<file path="config.mk">
export PLATFORM = sky130hd
export DESIGN_NAME = asf_formatter
export DESIGN_NICKNAME = d
export VERILOG_FILES = /design/src/asf_pkg.sv /design/src/asf_formatter.sv
export SDC_FILE = /design/constraint.sdc
export NUM_CORES = 1
export LEC_CHECK = 0
export BUFFER_PORTS_ARGS = -buffer_cell sky130_fd_sc_hd__buf_2
export CAP_MARGIN = 20
export CORE_MARGIN = 3
export CORE_UTILIZATION = 50
export DETAILED_ROUTE_END_ITERATION = 12
export PLACE_DENSITY = 0.73
export SYNTH_ARGS = -nofsm -noshare
export SYNTH_HDL_FRONTEND = slang
export SYNTH_SLANG_ARGS = --single-unit
</file>
<file path="constraint.sdc">
create_clock -name pclk -period 7.9 [get_ports pclk]
set_clock_uncertainty 0.1 [all_clocks]
set_input_delay 1.58 -clock pclk [delete_from_list [all_inputs] [get_ports pclk]]
set_output_delay 1.58 -clock pclk [all_outputs]
set_load 0.005 [all_outputs]
</file>
<file path="src/asf_pkg.sv">
package asf_pkg;

  // clock and time base
  localparam int unsigned CLK_HZ          = 50_000_000;  // pclk rate
  localparam int unsigned STALE_TIME_S    = 10;          // no-new-value window, seconds
  localparam int unsigned STATIC_TIME_S   = 60;          // static malfunction must outlast this
  localparam int unsigned AVG_SHORT_S     = 10;          // averaging time threshold, seconds
  localparam int unsigned STALE_CYCLES    = STALE_TIME_S * CLK_HZ;
  localparam int unsigned STATIC_CYCLES   = STATIC_TIME_S * CLK_HZ;

  // register offsets (byte addresses)
  localparam logic [11:0] ADDR_CTRL       = 12'h000;  // averaging time, heating inputs
  localparam logic [11:0] ADDR_FILL       = 12'h004;  // buffer capacity and occupancy
  localparam logic [11:0] ADDR_VEND       = 12'h008;  // vendor status byte
  localparam logic [11:0] ADDR_TELE       = 12'h00C;  // telemetry op / error bytes
  localparam logic [11:0] ADDR_COND       = 12'h010;  // live condition flags
  localparam logic [11:0] ADDR_SNAP       = 12'h014;  // snapshot strobe (write)

  // control register fields
  localparam int unsigned CTRL_AVG_LSB    = 0;   // averaging time in s, 16 bits
  localparam int unsigned CTRL_HCRIT_BIT  = 16;  // heating switch-on criterion
  localparam int unsigned CTRL_HON_BIT    = 17;  // heating switched on
  localparam int unsigned CTRL_VTL_BIT    = 18;  // virtual_temperature_limit violated
  localparam logic [31:0] CTRL_RESET      = 32'h0000_0001;

  // vendor byte bit positions
  localparam int unsigned VB_GEN          = 0;
  localparam int unsigned VB_FILL_LSB     = 1;
  localparam int unsigned VB_STATIC       = 5;
  localparam int unsigned VB_HCRIT        = 6;
  localparam int unsigned VB_HON          = 7;
  // telemetry operating byte positions
  localparam int unsigned TO_FILL_LSB     = 1;
  localparam int unsigned TO_HCRIT        = 5;
  localparam int unsigned TO_HON          = 6;
  // telemetry error byte positions
  localparam int unsigned TE_GEN          = 0;
  localparam int unsigned TE_STATIC       = 1;

  // condition bundle shared by all status bytes
  typedef struct packed {
    logic       gen_fault;     // general malfunction
    logic [2:0] fill_code;     // eighth-step fill level
    logic       static_fault;  // static malfunction
    logic       heat_crit;     // heating criterion
    logic       heat_on;       // heating on
  } asf_cond_s;

  // the three published bytes
  typedef struct packed {
    logic [7:0] vendor;
    logic [7:0] tele_op;
    logic [7:0] tele_err;
  } asf_status_s;

endpackage

</file>
<file path="src/asf_formatter.sv">
// Function
// vendor byte built from extended-status conditions
// short averaging: fault after 10 s stale
// long averaging: fault when buffer under half
// fill code in bits 1-3, bit 4 zero
// vendor bit 5 static fault over one minute
// vendor bit 6 follows heating criterion
// vendor bit 7 follows heating on
// separate telemetry operating and error bytes
// telemetry op bit 0 zero, fill in 1-3
// telemetry op bit 5 criterion, 4,7 zero
// telemetry op bit 6 heating on
// telemetry error bits 0,1 faults, rest zero
// all bytes from one coherent snapshot
//
// Implementation choices: the placing of the registers and the APB register port.
`timescale 1ns/1ps
module asf_formatter
  import asf_pkg::*;
#(
  parameter int unsigned STALE_CYC  = STALE_CYCLES,   // 10 s at pclk
  parameter int unsigned STATIC_CYC = STATIC_CYCLES   // 60 s at pclk
)(
  // clock and reset
  input  wire logic        pclk,
  input  wire logic        presetn,
  // apb slave
  input  wire logic        psel,
  input  wire logic        penable,
  input  wire logic        pwrite,
  input  wire logic [11:0] paddr,
  input  wire logic [31:0] pwdata,
  input  wire logic [3:0]  pstrb,
  output logic      [31:0] prdata,
  output logic             pready,
  output logic             pslverr,
  // measurement events from the acquisition logic (same clock)
  input  wire logic        meas_valid,
  // telegram side
  input  wire logic        telegram_req,
  output asf_status_s      status,
  output logic             status_valid
);

  // live condition registers
  logic [31:0] ctrl_r;           // averaging time and heating inputs
  logic [15:0] fill_cap_r;       // buffer capacity in values
  logic [15:0] fill_cnt_r;       // values currently in buffer
  logic [31:0] stale_cnt_r;      // cycles since last new value
  logic [31:0] static_cnt_r;     // cycles the static cause has lasted
  logic        stale_r;          // no new value for 10 s
  logic        static_r;         // static malfunction latched state
  asf_status_s snap_r;           // published snapshot
  logic        snap_vld_r;       // one-cycle snapshot strobe
  asf_cond_s   cond;             // combinational condition bundle
  logic        short_avg;        // averaging time below 10 s
  logic        low_fill;         // buffer under 50 %
  logic [2:0]  fill_code;        // eighth-step code
  logic        wr_en;            // apb write access phase
  logic        rd_ok;            // decoded address hit
  logic        snap_wr;          // software snapshot request
  logic [31:0] fill_x8;          // occupancy times eight
  logic [31:0] cap_x1;           // capacity, widened

  assign wr_en   = psel && penable && pwrite;
  assign snap_wr = wr_en && (paddr == ADDR_SNAP);
  assign pready  = 1'b1;         // zero wait states keep the master simple
  assign short_avg = ctrl_r[CTRL_AVG_LSB +: 16] < 16'(AVG_SHORT_S);

  // apb writes, byte enables honoured for control word
  always_ff @(posedge pclk or negedge presetn)
  begin
    if (!presetn)
    begin
      ctrl_r     <= CTRL_RESET;
      fill_cap_r <= 16'h0001;
    end
    else if (wr_en && paddr == ADDR_CTRL)
    begin
      for (int i = 0; i < 4; i++)
        if (pstrb[i])
          ctrl_r[i*8 +: 8] <= pwdata[i*8 +: 8];
    end
    else if (wr_en && paddr == ADDR_FILL && pstrb[3:2] == 2'b11)
    begin
      // capacity zero would divide nothing; clamp to one
      fill_cap_r <= (pwdata[31:16] == 16'h0000) ? 16'h0001 : pwdata[31:16];
    end
  end

  // buffer occupancy: one value added per new measurement up to capacity, software may reload
  always_ff @(posedge pclk or negedge presetn)
  begin
    if (!presetn)
      fill_cnt_r <= 16'h0000;
    else if (wr_en && paddr == ADDR_FILL && pstrb[1:0] == 2'b11)
      fill_cnt_r <= pwdata[15:0];
    else if (meas_valid && fill_cnt_r < fill_cap_r)
      fill_cnt_r <= fill_cnt_r + 16'h0001;
  end

  // stale timer: restarts on every new value
  always_ff @(posedge pclk or negedge presetn)
  begin
    if (!presetn)
    begin
      stale_cnt_r <= 32'h0000_0000;
      stale_r     <= 1'b0;
    end
    else if (meas_valid)
    begin
      stale_cnt_r <= 32'h0000_0000;
      stale_r     <= 1'b0;
    end
    else if (stale_cnt_r >= STALE_CYC - 1)
      stale_r <= 1'b1;
    else
      stale_cnt_r <= stale_cnt_r + 32'h0000_0001;
  end

  // fraction tests by cross multiplication, no divider needed
  assign fill_x8 = {13'h0000, fill_cnt_r, 3'h0};
  assign cap_x1  = {16'h0000, fill_cap_r};
  assign low_fill = ({15'h0000, fill_cnt_r, 1'b0} < cap_x1);

  // code n means n/8 < x <= (n+1)/8; empty buffer reads code 0
  always_comb
  begin
    fill_code = 3'h0;
    for (int n = 1; n < 8; n++)
      if (fill_x8 > cap_x1 * 32'(n))
        fill_code = 3'(n);
  end

  // static malfunction: cause must last more than one minute
  always_ff @(posedge pclk or negedge presetn)
  begin
    if (!presetn)
    begin
      static_cnt_r <= 32'h0000_0000;
      static_r     <= 1'b0;
    end
    else if (!(ctrl_r[CTRL_VTL_BIT] || stale_r))
    begin
      static_cnt_r <= 32'h0000_0000;
      static_r     <= 1'b0;
    end
    else if (static_cnt_r >= STATIC_CYC)
      static_r <= 1'b1;
    else
      static_cnt_r <= static_cnt_r + 32'h0000_0001;
  end

  // one condition bundle feeds every byte, so they cannot disagree
  always_comb
  begin
    cond.gen_fault    = short_avg ? stale_r : low_fill;
    cond.fill_code    = fill_code;
    cond.static_fault = static_r;
    cond.heat_crit    = ctrl_r[CTRL_HCRIT_BIT];
    cond.heat_on      = ctrl_r[CTRL_HON_BIT];
  end

  // snapshot all three bytes in one edge per telegram
  always_ff @(posedge pclk or negedge presetn)
  begin
    if (!presetn)
    begin
      snap_r     <= '0;
      snap_vld_r <= 1'b0;
    end
    else
    begin
      snap_vld_r <= telegram_req || snap_wr;
      if (telegram_req || snap_wr)
      begin
        snap_r.vendor                    <= 8'h00;
        snap_r.vendor[VB_GEN]            <= cond.gen_fault;
        snap_r.vendor[VB_FILL_LSB +: 3]  <= cond.fill_code;
        snap_r.vendor[VB_STATIC]         <= cond.static_fault;
        snap_r.vendor[VB_HCRIT]          <= cond.heat_crit;
        snap_r.vendor[VB_HON]            <= cond.heat_on;
        snap_r.tele_op                   <= 8'h00;
        snap_r.tele_op[TO_FILL_LSB +: 3] <= cond.fill_code;
        snap_r.tele_op[TO_HCRIT]         <= cond.heat_crit;
        snap_r.tele_op[TO_HON]           <= cond.heat_on;
        snap_r.tele_err                  <= 8'h00;
        snap_r.tele_err[TE_GEN]          <= cond.gen_fault;
        snap_r.tele_err[TE_STATIC]       <= cond.static_fault;
      end
    end
  end

  assign status       = snap_r;
  assign status_valid = snap_vld_r;

  // apb read mux; unmapped addresses answer with an error
  always_comb
  begin
    prdata = 32'h0000_0000;
    rd_ok  = 1'b1;
    unique case (paddr)
      ADDR_CTRL: prdata = ctrl_r;
      ADDR_FILL: prdata = {fill_cap_r, fill_cnt_r};
      ADDR_VEND: prdata = {24'h00_0000, snap_r.vendor};
      ADDR_TELE: prdata = {16'h0000, snap_r.tele_err, snap_r.tele_op};
      ADDR_COND: prdata = {25'h000_0000, cond};  // seven live flags, zero above
      ADDR_SNAP: prdata = 32'h0000_0000;
      default:   rd_ok  = 1'b0;
    endcase
  end
  assign pslverr = psel && penable && !rd_ok;
endmodule

</file>
==> impl_metrics.csv <==
group,metric,value,unit
pwr,power_switching,713,uW
synthesis,synth_edf_count,0,
critical_path,crit_type,"reg2out",
critical_path,cp_slowest_stage_delay,0.66,ns
placement,io_buffer_count,102,
critical_path,path_cells,"ha_1, ha_1, a21o_1, a21oi_1, o21ai_0, a21oi_1, o21ai_0, a21boi_0, a211oi_1, o21a_1, or2_2, ha_1, nand4_1, or4_1, nor3_1, a21oi_1, o21ai_1, nand2_1, nor3_1, nor4_1, o21ai_0, buf_2",
grt,overflow,0,
grt,met1_usage,0.333,
sta,min_period,7.45,ns
synthesis,syn_avg_cell_area,9.32,um2
critical_path,worstPathRequired,6.22,ns
floorplanning,die_area,26200,um2
grt,grt_pass1_vias,9974,
sta,rsz0062_at_grt,"false",
pwr,vdd_drop_max,122,uV
pwr,fin_total_pwr,2210,uW
pwr,power_frac_clock,0.374,
cts,cts-buffers-inserted,17,
cells_and_area,drive_gt1_frac,0.155,
synthesis,synth_top_cell_by_area,"dfrtp_1",
critical_path,critPathTopFamily,"compound AO/OA/AOI/OAI gates",
routing,antenna_left,0,
job,maxCapViolCount,0,
sta,tightest_slew,1.04,ns
floorplanning,io_pins,114,
floorplanning,fp.dieH,162,um
cts,insertion_delay,0.42,ns
sta,fmax,0.134,GHz
sta,max_slew_margin,0.308,
routing,routed_wl,32100,um
synthesis,synthCells,1305,
cts,cts.sinks,138,
critical_path,worstPathArrival,5.77,ns
cts,ctsResizeCount,0,
synthesis,synth_top_area_share,0.280,
synthesis,async_flop_share,1.00,
cts,cts_tree,"built",
placement,post-place-ws,0.904,ns
pwr,p_int,1490,uW
pwr,combPwrFrac,0.245,
cts,h-tree-depth,4,
cts,clk_pin_slew,0.06,ns
critical_path,worstSetupStartpointType,"register",
floorplanning,die_w,162,um
cells_and_area,fin_nets,1653,
floorplanning,core-area,23700,um2
pwr,leakage,0.00640,uW
critical_path,path_buf_inv,1,
grt,grt_max_degree,81,
sta,finalSetupTns,0,ns
critical_path,cp_slowest_cell,"dfrtp_1",
synthesis,yosysMostFrequentCell,"ha_1",
grt,grt_usage,0.243,
cells_and_area,area_delta_synth_final,11.3,%
grt,grt_use_met3,0.0332,
hold_path,min_path_type,"reg2reg",
routing,drc,0,
pwr,pwr-share-seq,0.381,
placement,dp_hpwl,24100,um
floorplanning,start_util,0.513,
synthesis,netlist_area,12200,um2
cts,holdBufCountCts,0,
cts,post-cts-setup-buffer-count,0,
synthesis,synthTopCellsByCount,"ha_1 (183), dfrtp_1 (136), nor2_1 (122), nand2_1 (77), a21oi_1 (74)",
grt,use_met2,0.395,
pwr,powerDensity,163,nW/um2
critical_path,endpoint_kind,"primary output",
grt,grt-busiest-layer,"met2",
routing,wl_per_cell,18.6,um
sta,slew_violations,0,
synthesis,synth_flop_cell,"dfrtp_1",
sta,hold_violations,0,
grt,grt_pass1_wl,51200,um
synthesis,synth-seq-cells,138,
synthesis,yosysUniqueCellTypes,78,
grt,antenna_found_initial,0,
sta,setup_viol,0,
pwr,sw_frac_of_total,0.323,
synthesis,yosys_warnings,0,
sta,finalCritPeriodShare,0.943,
routing,drt_iter0_markers,701,
sta,setup_slack,0.450,ns
floorplanning,row_count,56,
synthesis,ys_seq_area_frac,0.284,
cells_and_area,diodes,0,
critical_path,cp_max_fo,12,
routing,vias,10200,
placement,gp_congestion,0.911,
synthesis,synthTopCellsByArea,"dfrtp_1 (28%), ha_1 (19%), xnor2_1 (4.2%)",
cts,ctsLongestPathBuffers,2,
routing,avgViaCountPerCell,5.93,
cts,cts_root_buffer,"clkbuf_16",
status,status,"finished clean",
routing,dr.pass1.iters,5,
-- cells in the final DEF, fill, tap and decap left out, drive strengths merged, types with 6 or more instances in the layout --
cell and instances:
inv 63, nand2b 11, and3 23, nor4 14
a21o 44, a22oi 7, nand2 77, mux2i 7
xnor2 58, fa 18, mux2 50, o21ai 66
nor2b 16, a22o 22, nor3 32, a31oi 10
and2 7, buf 108, nand3 48, nand4 31
a211oi 9, xor2 49, clkbuf 19, nor2 122
a21oi 74, ha 183, dfrtp 136, o21a 6
conb 11, o31ai 7
-- through the flow --
| step | area [um2] | hold WS [ns] | utilization | std cells |
|---|---|---|---|---|
| 6_report | 13500 | 0.397 | 0.571 | 1729 |
| 2_1_floorplan | 12200 | 0.362 | - | 1314 |
| 3_5_place_dp | 12900 | 0.384 | 0.545 | 1696 |
| 3_3_place_gp | 12900 | 0.380 | 0.545 | 1696 |
| 5_1_grt | 13500 | 0.412 | 0.571 | 1729 |
| 4_1_cts | 13500 | 0.398 | 0.570 | 1728 |
-- logic make-up (layout without fill, tap and decap cells) --
group | Yosys count | after routing | synth area share
AO/OA/AOI/OAI | 282 | 282 | 0.151
XOR/XNOR | 107 | 107 | 0.0771
adder cells (fa/ha/maj) | 201 | 201 | 0.218
buffers and inverters | 104 | 200 | 0.0392
flip-flops | 138 | 138 | 0.284
multiplexers | 57 | 57 | 0.0545
other | 2 | 11 | 0.000618
AND/OR/NAND/NOR | 414 | 414 | 0.175
-- worst paths after layout --
| check | end | slack [ns] | depth (start not counted) | from |
|---|---|---|---|---|
| min in group asynchronous | static_cnt_r[13]$_DFFE_PN0P_ | 1.01 | 1 | presetn |
| worst max register to register | status[11]$_DFFE_PN0P_ | 2.48 | 20 | fill_cap_r[2]$_DFFE_PN0P_ |
| worst min-delay path | stale_cnt_r[28]$_DFFE_PN0P_ | 0.40 | 2 | stale_cnt_r[28]$_DFFE_PN0P_ |
| max in group asynchronous | fill_cnt_r[9]$_DFFE_PN0P_ | 5.65 | 3 | presetn |
| worst min register to register | stale_cnt_r[28]$_DFFE_PN0P_ | 0.40 | 2 | stale_cnt_r[28]$_DFFE_PN0P_ |
| worst max-delay path | prdata[4] | 0.45 | 22 | fill_cap_r[2]$_DFFE_PN0P_ |
-- sequential cells by signal (all words and copies together), names as in the netlist --
register,cells
ctrl_r,32
static_cnt_r,32
fill_cnt_r,16
status,7
fill_cap_r,16
static_r,1
stale_r,1
status_valid,1
stale_cnt_r,32
-- power groups by stage --
stage	Clock [uW]	Combinational (uW)	Sequential, uW
floorplan	0	386	808
global placement	0	504	847
detailed placement	0	531	848
CTS	836	535	835
global route	868	630	845
finish	825	540	840
-- tightest hold or removal path: cells and delay by family, from the launching register on --
kind               cells  cell delay, ns
DFF                    1            0.34
and+or+nand+nor        1            0.07
AOI/OAI and AO/OA      1            0.04
-- per-layer routing --
metal,wire length [um],vias to the layer above
met5,0,-
met4,860,0
met3,1550,73
met2,15100,308
met1,14500,4961
li1,-,4905
-- layout make-up --
class	count	area, um2
Clock buffer	19	443
Clock inverter	13	166
Fill cell	2094	10100
Inverter	60	225
Multi-Input combinational cell	1072	8260
Sequential cell	138	3460
Tap cell	319	399
Timing Repair Buffer	108	582
Power figures use the tool's default switching activity.
